`src/asi_panel_defines.svh`:
```
// Constants for the mode and front-panel block of the field-bus master.
// Assumes inclusion by bare name from the modules; the package does not include it.
`ifndef ASI_PANEL_DEFINES_SVH
`define ASI_PANEL_DEFINES_SVH

// =====================================================================
// Register offsets (byte addresses, aligned words; the expected set spans two words, each window 16 bytes)
`define REG_CTRL        8'h00
`define REG_STATUS      8'h04
`define REG_DETECTED    8'h08
`define REG_EXPECTED    8'h0C
`define REG_ACTIVE      8'h10
`define REG_PARAM       8'h14
`define REG_WIN_IN      8'h40
`define REG_WIN_OUT     8'h80
`define WIN_BYTES       16
// =====================================================================
// Control word fields
`define CTRL_CPU_STOP   0
`define CTRL_LOAD_CFG   1
`define CTRL_LINE_PWR   2
// Status word fields
`define STAT_CFG_MODE   0
`define STAT_CFG_ERR    1
`define STAT_SYS_FAULT  2
`define STAT_AUTO_ADDR  3
// =====================================================================
// Reset and default values
`define PARAM_DEFAULT   4'hF
`define AUTO_ADDR_RST   1'b1
`define UNMAPPED_DATA   32'hDEAD_BEEF
// Timing: clock 50 ns, rotation 500 ms, flash half period 250 ms
`define CLK_PERIOD_NS   50
`define ROTATE_MS       500
`define FLASH_MS        250
`define ROTATE_CYC      ((`ROTATE_MS * 1000000) / `CLK_PERIOD_NS)
`define FLASH_CYC       ((`FLASH_MS * 1000000) / `CLK_PERIOD_NS)
`define DEBOUNCE_CYC    4

`endif

```
`src/asi_panel_pkg.sv`:
```
// Types shared by the mode and front-panel block.
// Assumes nothing beyond a SystemVerilog compiler.
package asi_panel_pkg;
  // =====================================================================
  // Operating mode of the master
  typedef enum logic {
    MODE_CONFIG,
    MODE_PROTECT
  } mode_t;
  // Step of the store sequence
  typedef enum logic [1:0] {
    ST_IDLE,
    ST_STORE,
    ST_SWITCH
  } store_t;
endpackage

```
`src/asi_master_mode_panel.sv`:
```
// Mode control, front-panel display and I/O window of the field-bus master.
// Assumes the line engine supplies detected/present slave sets on clk_i
// and an Avalon-MM master that honours waitrequest.
`timescale 1ns/1ns
`default_nettype none
`include "asi_panel_defines.svh"

module asi_master_mode_panel #(
  parameter int ROTATE_CYCLES = `ROTATE_CYC,
  parameter int FLASH_CYCLES  = `FLASH_CYC
) (
  input  wire logic        clk_i,
  input  wire logic        resetn_i,
  input  wire logic        button_i,
  input  wire logic [63:0] detected_i,
  input  wire logic [63:0] cfg_match_i,
  input  wire logic [31:0] slave_in_i,
  input  wire logic [7:0]  avs_address_i,
  input  wire logic        avs_read_i,
  input  wire logic        avs_write_i,
  input  wire logic [31:0] avs_writedata_i,
  output logic [31:0]      avs_readdata_o,
  output logic             avs_waitrequest_o,
  output logic [9:0]       unit_led_o,
  output logic             tens10_led_o,
  output logic             tens20_led_o,
  output logic             area_b_led_o,
  output logic             config_mode_indicator_o,
  output logic             config_error_indicator_o,
  output logic             system_fault_indicator_o,
  output logic [63:0]      exchange_en_o,
  output logic [31:0]      slave_out_o,
  output logic             nv_write_o
);
  // =====================================================================
  // Helpers
  // Configured = expected, present at address and configuration data match
  function automatic logic [63:0] configured(input logic [63:0] exp,
                                             input logic [63:0] det,
                                             input logic [63:0] mat);
    configured = exp & det & mat;
  endfunction
  // Pick ten slaves of a group out of a 64-bit set (bit 32+ is area B)
  // Offset is taken within the area, so group 3 shows only slaves 30 and 31
  function automatic logic [9:0] group_bits(input logic [63:0] s,
                                            input logic [2:0]  g);
    logic [5:0] off;
    for (int i = 0; i < 10; i++) begin
      off           = 6'(10 * g[1:0] + i);
      group_bits[i] = (off < 6'd32) ? s[{g[2], off[4:0]}] : 1'b0;
    end
  endfunction
  logic press;
  asi_button_sync #(
    .DEBOUNCE (`DEBOUNCE_CYC)
  ) u_btn (
    .clk_i    (clk_i),
    .resetn_i (resetn_i),
    .button_i (button_i),
    .press_o  (press)
  );

  // =====================================================================
  // Mode and store state
  asi_panel_pkg::mode_t  mode_ff,   nxt_mode;
  asi_panel_pkg::store_t st_ff,     nxt_st;
  logic [63:0]           expected_ff, nxt_expected;
  logic [3:0]            param_ff,  nxt_param;
  logic                  auto_ff,   nxt_auto;
  logic                  cer_ff,    nxt_cer;
  logic                  sf_ff,     nxt_sf;
  logic                  nvw_ff,    nxt_nvw;
  logic                  stop_ff,   nxt_stop;
  logic                  pwr_ff,    nxt_pwr;
  logic                  cm_ff,     nxt_cm;
  logic [63:0]           cfg_now;
  logic                  bus_wr;
  assign bus_wr  = avs_write_i && !avs_waitrequest_o;
  assign cfg_now = configured(expected_ff, detected_i, cfg_match_i);
  // Mode sequence: store first, switch one cycle later
  always_comb begin
    nxt_mode     = mode_ff;
    nxt_st       = st_ff;
    nxt_expected = expected_ff;
    nxt_param    = param_ff;
    nxt_auto     = auto_ff;
    nxt_cer      = cer_ff;
    nxt_sf       = sf_ff;
    nxt_nvw      = 1'b0;
    nxt_stop     = stop_ff;
    nxt_pwr      = pwr_ff;
    if (bus_wr && avs_address_i == `REG_CTRL) begin
      nxt_stop = avs_writedata_i[`CTRL_CPU_STOP];
      nxt_pwr  = avs_writedata_i[`CTRL_LINE_PWR];
    end
    // Error flag follows mismatch in protected mode
    if (mode_ff == asi_panel_pkg::MODE_PROTECT) begin
      nxt_cer = (detected_i != cfg_now) || (expected_ff != cfg_now);
    end
    unique case (st_ff)
      asi_panel_pkg::ST_IDLE: begin
        if (press && stop_ff) begin
          if (mode_ff == asi_panel_pkg::MODE_PROTECT) begin
            nxt_mode = asi_panel_pkg::MODE_CONFIG;
          end else if (detected_i[0]) begin
            nxt_sf = 1'b1;
          end else begin
            nxt_st = asi_panel_pkg::ST_STORE;
          end
        end
      end
      asi_panel_pkg::ST_STORE: begin
        nxt_nvw = 1'b1;
        nxt_sf  = 1'b0;
        if (!pwr_ff || detected_i == 64'h0) begin
          nxt_expected = 64'h0;
          nxt_param    = `PARAM_DEFAULT;
          nxt_auto     = `AUTO_ADDR_RST;
        end else begin
          nxt_expected = detected_i;
        end
        nxt_st = asi_panel_pkg::ST_SWITCH;
      end
      asi_panel_pkg::ST_SWITCH: begin
        nxt_mode = asi_panel_pkg::MODE_PROTECT;
        nxt_cer  = 1'b0;
        nxt_st   = asi_panel_pkg::ST_IDLE;
      end
      default: nxt_st = asi_panel_pkg::ST_IDLE;
    endcase
    // Processor-loaded set overrides any button store
    if (bus_wr && avs_address_i == `REG_EXPECTED) begin
      nxt_expected[31:0] = avs_writedata_i;
      nxt_nvw            = 1'b1;
    end
    if (bus_wr && avs_address_i == `REG_EXPECTED + 8'h04) begin
      nxt_expected[63:32] = avs_writedata_i;
      nxt_nvw             = 1'b1;
    end
    if (bus_wr && avs_address_i == `REG_PARAM) begin
      nxt_param = avs_writedata_i[3:0];
      nxt_auto  = avs_writedata_i[4];
    end
    nxt_cm = (nxt_mode == asi_panel_pkg::MODE_CONFIG);
  end
  always_ff @(posedge clk_i) begin
    if (!resetn_i) begin
      mode_ff     <= asi_panel_pkg::MODE_CONFIG;
      cm_ff       <= 1'b1;
      st_ff       <= asi_panel_pkg::ST_IDLE;
      expected_ff <= 64'h0;
      param_ff    <= `PARAM_DEFAULT;
      auto_ff     <= `AUTO_ADDR_RST;
      cer_ff      <= 1'b0;
      sf_ff       <= 1'b0;
      nvw_ff      <= 1'b0;
      stop_ff     <= 1'b0;
      pwr_ff      <= 1'b0;
    end else begin
      mode_ff     <= nxt_mode;
      st_ff       <= nxt_st;
      expected_ff <= nxt_expected;
      param_ff    <= nxt_param;
      auto_ff     <= nxt_auto;
      cer_ff      <= nxt_cer;
      sf_ff       <= nxt_sf;
      nvw_ff      <= nxt_nvw;
      stop_ff     <= nxt_stop;
      pwr_ff      <= nxt_pwr;
      cm_ff       <= nxt_cm;
    end
  end

  // =====================================================================
  // Display rotation and flash timers
  logic [31:0] rot_cnt_ff, nxt_rot_cnt;
  logic [31:0] fl_cnt_ff,  nxt_fl_cnt;
  logic [2:0]  grp_ff,     nxt_grp;
  logic        blink_ff,   nxt_blink;
  logic [9:0]  unit_ff,    nxt_unit;
  logic [63:0] xchg_ff,    nxt_xchg;
  // Groups 0..3 area A, 4..7 area B; period set by parameter
  always_comb begin
    nxt_rot_cnt = rot_cnt_ff + 32'h1;
    nxt_grp     = grp_ff;
    nxt_fl_cnt  = fl_cnt_ff + 32'h1;
    nxt_blink   = blink_ff;
    if (rot_cnt_ff == 32'(ROTATE_CYCLES - 1)) begin
      nxt_rot_cnt = 32'h0;
      nxt_grp     = grp_ff + 3'h1;
    end
    if (fl_cnt_ff == 32'(FLASH_CYCLES - 1)) begin
      nxt_fl_cnt = 32'h0;
      nxt_blink  = !blink_ff;
    end
    if (mode_ff == asi_panel_pkg::MODE_CONFIG) begin
      nxt_unit = group_bits(detected_i, grp_ff);
      nxt_xchg = detected_i;
    end else begin
      nxt_unit = group_bits(cfg_now, grp_ff)
               | (group_bits(cfg_now ^ (expected_ff | detected_i), grp_ff)
                  & {10{blink_ff}});
      nxt_xchg = cfg_now;
    end
    nxt_xchg[0] = 1'b0; // Address 0 never in cyclic exchange
  end
  always_ff @(posedge clk_i) begin
    if (!resetn_i) begin
      rot_cnt_ff <= 32'h0;
      fl_cnt_ff  <= 32'h0;
      grp_ff     <= 3'h0;
      blink_ff   <= 1'b0;
      unit_ff    <= 10'h000;
      xchg_ff    <= 64'h0;
    end else begin
      rot_cnt_ff <= nxt_rot_cnt;
      fl_cnt_ff  <= nxt_fl_cnt;
      grp_ff     <= nxt_grp;
      blink_ff   <= nxt_blink;
      unit_ff    <= nxt_unit;
      xchg_ff    <= nxt_xchg;
    end
  end

  // =====================================================================
  // Avalon slave: one wait cycle, then answer; output window storage
  logic        wait_ff,  nxt_wait;
  logic [31:0] rdata_ff, nxt_rdata;
  logic [31:0] wout_ff,  nxt_wout;
  logic [2:0]  gled_ff;
  always_comb begin
    nxt_wait  = !((avs_read_i || avs_write_i) && wait_ff);
    nxt_rdata = rdata_ff;
    nxt_wout  = wout_ff;
    if (avs_read_i && wait_ff) begin
      unique case (avs_address_i)
        `REG_CTRL:     nxt_rdata = {29'h0, pwr_ff, 1'b0, stop_ff};
        `REG_STATUS:   nxt_rdata = {28'h0, auto_ff, sf_ff, cer_ff,
                                    mode_ff == asi_panel_pkg::MODE_CONFIG};
        `REG_DETECTED: nxt_rdata = detected_i[31:0];
        `REG_EXPECTED: nxt_rdata = expected_ff[31:0];
        `REG_ACTIVE:   nxt_rdata = cfg_now[31:0];
        `REG_PARAM:    nxt_rdata = {27'h0, auto_ff, param_ff};
        `REG_WIN_IN, `REG_WIN_IN + 8'h04, `REG_WIN_IN + 8'h08:
          nxt_rdata = 32'h0; // Lower window words kept for later use
        `REG_WIN_IN + 8'h0C: nxt_rdata = {slave_in_i[31:4], 4'h0};
        `REG_WIN_OUT + 8'h0C: nxt_rdata = {wout_ff[31:4], 4'h0};
        default:       nxt_rdata = `UNMAPPED_DATA;
      endcase
    end
    if (bus_wr && avs_address_i == `REG_WIN_OUT + 8'h0C) begin
      nxt_wout = {avs_writedata_i[31:4], 4'h0}; // reserved nibble
    end
  end

  always_ff @(posedge clk_i) begin
    if (!resetn_i) begin
      wait_ff  <= 1'b1;
      rdata_ff <= 32'h0;
      wout_ff  <= 32'h0;
      gled_ff  <= 3'h0;
    end else begin
      wait_ff  <= nxt_wait;
      rdata_ff <= nxt_rdata;
      wout_ff  <= nxt_wout;
      gled_ff  <= grp_ff;
    end
  end

  // All outputs come straight from flip-flops
  assign avs_readdata_o           = rdata_ff;
  assign avs_waitrequest_o        = wait_ff;
  assign unit_led_o               = unit_ff;
  assign tens10_led_o             = gled_ff[0];
  assign tens20_led_o             = gled_ff[1];
  assign area_b_led_o             = gled_ff[2];
  assign config_mode_indicator_o  = cm_ff;
  assign config_error_indicator_o = cer_ff;
  assign system_fault_indicator_o = sf_ff;
  assign exchange_en_o            = xchg_ff;
  assign slave_out_o              = wout_ff;
  assign nv_write_o               = nvw_ff;
endmodule
`default_nettype wire

```
`src/asi_button_sync.sv`:
```
// Button synchroniser, debouncer and press-edge detector.
// Assumes a raw asynchronous push button, active high when pressed.
`timescale 1ns/1ns
`default_nettype none
`include "asi_panel_defines.svh"

module asi_button_sync #(
  parameter int DEBOUNCE = `DEBOUNCE_CYC
) (
  input  wire logic clk_i,
  input  wire logic resetn_i,
  input  wire logic button_i,
  output logic      press_o
);
  // =====================================================================
  // Two-stage synchroniser; only the second stage is looked at
  logic       meta_ff;
  logic       sync_ff;
  logic       stable_ff;
  logic       press_ff;
  logic [3:0] cnt_ff;
  logic       nxt_stable;
  logic       nxt_press;
  logic [3:0] nxt_cnt;

  // Debounce: level must hold DEBOUNCE cycles before it is believed
  always_comb begin
    nxt_stable = stable_ff;
    nxt_press  = 1'b0;
    nxt_cnt    = 4'h0;
    if (sync_ff != stable_ff) begin
      nxt_cnt = cnt_ff + 4'h1;
      if (cnt_ff == 4'(DEBOUNCE - 1)) begin
        nxt_stable = sync_ff;
        nxt_press  = sync_ff;
        nxt_cnt    = 4'h0;
      end
    end
  end

  always_ff @(posedge clk_i) begin
    if (!resetn_i) begin
      meta_ff   <= 1'b0;
      sync_ff   <= 1'b0;
      stable_ff <= 1'b0;
      press_ff  <= 1'b0;
      cnt_ff    <= 4'h0;
    end else begin
      meta_ff   <= button_i;
      sync_ff   <= meta_ff;
      stable_ff <= nxt_stable;
      press_ff  <= nxt_press;
      cnt_ff    <= nxt_cnt;
    end
  end

  assign press_o = press_ff;
endmodule
`default_nettype wire

```
`config.mk`:
```
export PLATFORM = sky130hd
export DESIGN_NAME = asi_master_mode_panel
export DESIGN_NICKNAME = d
export VERILOG_FILES = /design/src/asi_panel_pkg.sv /design/src/asi_master_mode_panel.sv /design/src/asi_button_sync.sv
export VERILOG_INCLUDE_DIRS = /design/src
export SDC_FILE = /design/constraint.sdc
export NUM_CORES = 1
export LEC_CHECK = 0
export BUFFER_PORTS_ARGS = -buffer_cell sky130_fd_sc_hd__clkbuf_2
export CAP_MARGIN = 20
export CELL_PAD_IN_SITES_DETAIL_PLACEMENT = 0
export CELL_PAD_IN_SITES_GLOBAL_PLACEMENT = 1
export CORE_ASPECT_RATIO = 0.8
export CORE_MARGIN = 3
export CORE_UTILIZATION = 38
export DETAILED_ROUTE_END_ITERATION = 10
export PLACE_DENSITY_LB_ADDON = 0.12
export SYNTH_ARGS = -nofsm -noshare
export SYNTH_HDL_FRONTEND = slang
export SYNTH_HIERARCHICAL = 1
export SYNTH_SLANG_ARGS = --single-unit
```
`constraint.sdc`:
```
create_clock -name clk_i -period 8.25 [get_ports clk_i]
set_input_delay 0.4125 -clock clk_i [delete_from_list [all_inputs] [get_ports clk_i]]
set_output_delay 0.4125 -clock clk_i [all_outputs]
set_load 0.01 [all_outputs]
```
Yosys cells after proc, flatten, opt, wreduce, memory -nomap -nowiden

Index checks and enable logic that the tools add are counted.

Register bits: 292
Bits of input ports: 205
Output and inout port bits: 146
Logic and storage cells: 244

Add/sub/neg operators: 13
$mul: 1
Magnitude comparators: 20
Equality and inequality tests: 22
Muxes and demuxes: 116
Bitwise logic cells: 10
Reduce and logical (&&, ||, !) cells: 34

Operators by type and width:

| kind                                                                          | count |
|---|---|
| 32-bit case mux with 9 select lines                                           | 1 |
| 64-bit 2-to-1 mux                                                             | 3 |
| 1-bit binary-select mux with 6-bit select                                     | 27 |
| 64-bit AND                                                                    | 2 |
| 64-bit inequality test                                                        | 2 |
| 6-bit by 7-bit less-than comparator with 1-bit output (second input constant) | 10 |
| 1-bit 2-to-1 mux                                                              | 70 |
| 32-bit by 1-bit adder with 32-bit output (second input constant)              | 2 |
| 64-bit zero test                                                              | 1 |
| 32-bit 2-to-1 mux                                                             | 2 |
| 64-bit OR                                                                     | 1 |
| 64-bit bitwise XOR                                                            | 1 |
| 6-bit less-than comparator (second input constant)                            | 10 |
| 32-bit by 23-bit == test with 1-bit output (second input constant)            | 1 |
| 32-bit by 24-bit == test with 1-bit output (second input constant)            | 1 |
| 8-bit by 7-bit == test with 1-bit output (second input constant)              | 4 |
| 6-bit by 3-bit adder with 6-bit output (second input constant)                | 4 |
| 8-bit by 4-bit == test with 1-bit output (second input constant)              | 2 |
| 8-bit by 5-bit == test with 1-bit output (second input constant)              | 2 |
| 1-bit binary-select mux with 5-bit select                                     | 3 |
| 6-bit by 2-bit adder with 6-bit output (second input constant)                | 2 |
| 6-bit by 4-bit adder with 6-bit output (second input constant)                | 2 |
| 4-bit 2-to-1 mux                                                              | 3 |
| 10-bit AND                                                                    | 1 |
| other kinds (28)                                                              | 59 |

Logic depth before layout (Yosys ltp)

Depth in word-level cells: 9
Depth in mapped cells: 15
Depth with buffers taken out: 9

Cells and area by module

The synthesis kept the hierarchy.

By module, submodules not included:

| module                | instances | cells an instance | area an instance (sq um) | sequential area each (sq um) |
|---|---|---|---|---|
| asi_master_mode_panel | 1         | 2147              | 18144.9                  | 5665.4 |
| asi_button_sync       | 1         | 26                | 276.5                    | 160.2 |

Worst setup path after synthesis

No wires, ideal clock.

Kind: register to register
Start point: register grp_ff[1]
End point: register unit_ff[3], in the netlist unit_led_o[3]
Setup time: 0.127 ns
Arrival time: 3.004 ns
Required time: 8.123 ns
Setup slack: 5.119 ns
Cell stages (with the launch flop): 12
Path buffers: 5
Clock period less this slack: 3.131 ns
Cells stage by stage: dfxtp_1 buf_2 inv_2 buf_2 buf_2 ha_1 buf_2 buf_4 mux4_2 mux4_2 o221ai_1 a31oi_1

Word-level cells in the longest chain between the ends: 8
Elaborated cells on any way between the ends: 15
Those cells by class: add/sub (1); mul (1); order compare (1); mux (10); bitwise (2)

RTL lines:

| what                                            | line                         | source |
|---|---|---|
| from (decl)                                     | asi_master_mode_panel.sv:178 | `logic [2:0] grp_ff, nxt_grp;` |
| from (signal assigned)                          | asi_master_mode_panel.sv:218 | `grp_ff <= nxt_grp;` |
| 3-bit by 2-bit multiplier with 5-bit output (*) | asi_master_mode_panel.sv:49  | `off = 6'(10 * g[1:0] + i);` |
| 6-bit by 2-bit adder with 6-bit output (*)      | asi_master_mode_panel.sv:49  |  |
| 1-bit binary-select mux with 6-bit select       | asi_master_mode_panel.sv:50  | `group_bits[i] = (off < 6'd32) ? s[{g[2], off[4:0]}] : 1'b0;` |
| 1-bit 2-to-1 mux (not written as such)          | asi_master_mode_panel.sv:50  |  |
| 1-bit 2-to-1 mux                                | asi_master_mode_panel.sv:50  |  |
| 10-bit AND                                      | asi_master_mode_panel.sv:202 | `& {10{blink_ff}});` |
| 10-bit OR                                       | asi_master_mode_panel.sv:201 | `\| (group_bits(cfg_now ^ (expected_ff \| detected_i), grp_ff)` |
| 10-bit 2-to-1 mux (*)                           | asi_master_mode_panel.sv:196 | `if (mode_ff == asi_panel_pkg::MODE_CONFIG) begin` |
| to (signal assigned)                            | asi_master_mode_panel.sv:220 | `unit_ff <= nxt_unit;` |
| to (decl)                                       | asi_master_mode_panel.sv:180 | `logic [9:0] unit_ff, nxt_unit;` |

Mark *: on every way between the ends. The rest lies on a longest branch, timed or not. The select of a mux whose other input is x is not followed.
A chain may end at the register's enable or synchronous reset.

Worst setup path after layout

Ends and elaborated chain as after synthesis.

==> out/metrics.cfg <==
[setup_path]
critical_path.slowest_cell = ha_2
cpMostUsedCell = buf_4
crit_family = buffers and inverters
r2r_cells = 9
cp_slowest_stage_delay_ns = 0.96
cp-startpoint = grp_ff[1]
critPathMaxFanout = 62
worst_setup_path_end_kind = flop
worst_ep_required_time_ns = 8.68
regToRegSetupSlack_ns = 3.80
r2r-end = unit_led_o[3]
arrival_ns = 4.88
cp_num_cells = 9
critPathCapture = unit_led_o[3]
r2r_start = grp_ff[1]
path_buf_inv = 4
crit_path_cell_trace = buf_4 > inv_2 > buf_4 > ha_2 > buf_4 > mux4_2 > mux4_2 > o221ai_1 > a31oi_1
start_kind = flop
worstSetupPathType = flop to flop

[layout]
drive_gt1_share_pct = 24.3
fin_nets = 2592
syn2layout_area_growth_pct = 16.5
nFillCells = 4864

[floorplanning]
die_w_um = 252
initial_core_util_pct = 38.8
ioPinCount = 351
core_um2 = 47400
rows = 71
fp.dieArea_um2 = 51200
die_y_um = 203

[yosys]
ys_types = 79
synthTopCellsByArea = dfxtp_1, mux4_2, nand2_1, a21oi_1, o21ai_0
synth-main-ff-cell = dfxtp_1
synth_edf_count = 0
yosys_warnings = 6
synth_top_area_share_pct = 31.6
synth_seq_area_share_pct = 31.6
syn_avg_cell_area_um2 = 8.48
async_flop_share_pct = 0
synth_area_leader_cell = dfxtp_1
synth_area_um2 = 18400
syn_inst = 2173
synth-seq-cells = 291
synth_common_cells = dfxtp_1, nand2_1, a21oi_1

[detailed_routing]
drcViolationCount = 0
drt_iter0_markers = 2413
totalWireLength_um = 92700
drtPass1Iterations = 7
ant_nets = 0
viasPerCell = 6.57
num_vias = 19900
wire_per_inst_um = 30.6

[global_routing]
busiest_layer = met2
grtUsageMet1_pct = 48.4
grt_use_total_pct = 35.2
antenna_found_initial = 6
grt_pass1_wl_um = 133000
grt_use_met2_pct = 52.3
grt_pass1_vias = 18900
grt_overflow = 0
grt_max_degree = 75
use_met3_pct = 9.94

[timing]
hold_violations = 0
drv_slew = 0
fin_skew_ns = 0.0351
tightest_slew_ns = 1.10
setup_viol = 0
finalWorstPathRequiredPeriod_ns = 4.45
slew_headroom_pct = 25.9
max_freq_ghz = 0.225
setup_tns_ns = 0
period_share_pct = 54.0
grt_setup_unrepaired = no
holdWs_ns = 0.0650

[clock_tree]
clock-sinks = 291
postCtsResizedCells = 0
cts_tree = yes
postCtsHoldBufs = 0
cts_setup_buffers = 0
clockBufferDepth = 3
cts-buffers-inserted = 35
htree_levels = 2
clk_latency_ns = 0.56
clk_pin_slew_ns = 0.07
root_buffer = clkbuf_16

[hold_path]
hold_path.class = input pin to flop
hp-start = button_i

[run]
drv_cap = 0

[power]
p_leak_nw = 7.71
ir_drop_uv = 123
powerDensity_nw_per_um2 = 157

[outcome]
status = complete, no violations

[placement]
portBuffers = 341
hpwl_um = 68500
gp_congestion = 0.983

==> worst min-delay path by stage <==
stage	depth (start not counted)	end	slack (ns)
4_1_cts	2	u_btn/meta_ff	0.04
3_3_place_gp	1	u_btn/sync_ff	0.42
3_5_place_dp	1	u_btn/sync_ff	0.43
5_1_grt	2	u_btn/meta_ff	0.07
6_report	2	u_btn/meta_ff	0.07
2_1_floorplan	1	u_btn/sync_ff	0.41
==> placed cells by master, fill, tap and decap left out, drive strengths merged, types with 36 or more instances in the layout <==
cell type,n
nand4,39
mux4,129
nand3,100
nand2,291
nor2,157
o21ai,189
a22oi,102
a21oi,196
dfxtp,291
buf,36
and3,43
xor2,41
clkbuf,393
==> report_power, final <==
| part | total [mW] | internal (mW) | switching (mW) |
|---|---|---|---|
| sequential | 1.46 | 1.44 | 0.0173 |
| clock | 1.52 | 0.862 | 0.660 |
| combinational | 0.385 | 0.127 | 0.258 |
==> final cells by class <==
| cell class | count | area, um^2 | area share (%) |
|---|---|---|---|
| multi-input cells | 1660 | 11700 | 54.3 |
| flip-flops and latches | 291 | 5830 | 27.2 |
| repair buffers | 378 | 2030 | 9.45 |
| clock buffers | 51 | 1020 | 4.73 |
| well taps | 620 | 776 | 3.62 |
| clock inverters | 11 | 82.6 | 0.385 |
| inverters | 15 | 56.3 | 0.262 |
| diodes | 2 | 5.00 | 0.0233 |
==> per-stage QoR <==
stage	area (um^2)	power (mW)	setup slack (ns)	utilization (%)	instances
floorplan	18400	1.65	5.12	-	2177
global placement	20300	1.85	3.88	42.7	2959
detailed placement	20300	1.86	3.89	42.8	2961
CTS	21400	3.38	3.86	45.1	3023
global route	21500	3.47	3.54	45.2	3027
finish	21500	3.36	3.80	45.2	3028
==> metal layers <==
layer	up-vias	part of all wire, %
met1	9828	42
li1	8630	-
met4	6	4.1
met3	185	11
met2	1233	43
met5	-	0.043
==> kinds of logic (layout without fill, tap and decap cells) <==
kind of cell	Yosys count	count (layout)	synth area share, %
other	1	7	0.0204
multiplexers	165	165	17.9
AND/OR/NAND/NOR	748	748	18.9
buffers and inverters	226	455	5.40
flip-flops	291	291	31.6
XOR/XNOR	65	65	3.09
AO/OA/AOI/OAI	671	671	22.7
adder cells (fa/ha/maj)	6	6	0.408
==> state kept, by name (all words and copies together), names as in the netlist, 2 cells and up <==
name,cells
rot_cnt_ff,32
gled_ff,3
avs_readdata_o,32
fl_cnt_ff,32
param_ff,4
expected_ff,64
u_btn/cnt_ff,4
slave_out_o,28
unit_led_o,10
exchange_en_o,63
grp_ff,3
st_ff,2
Note: power is estimated with default switching activity, not from simulation.
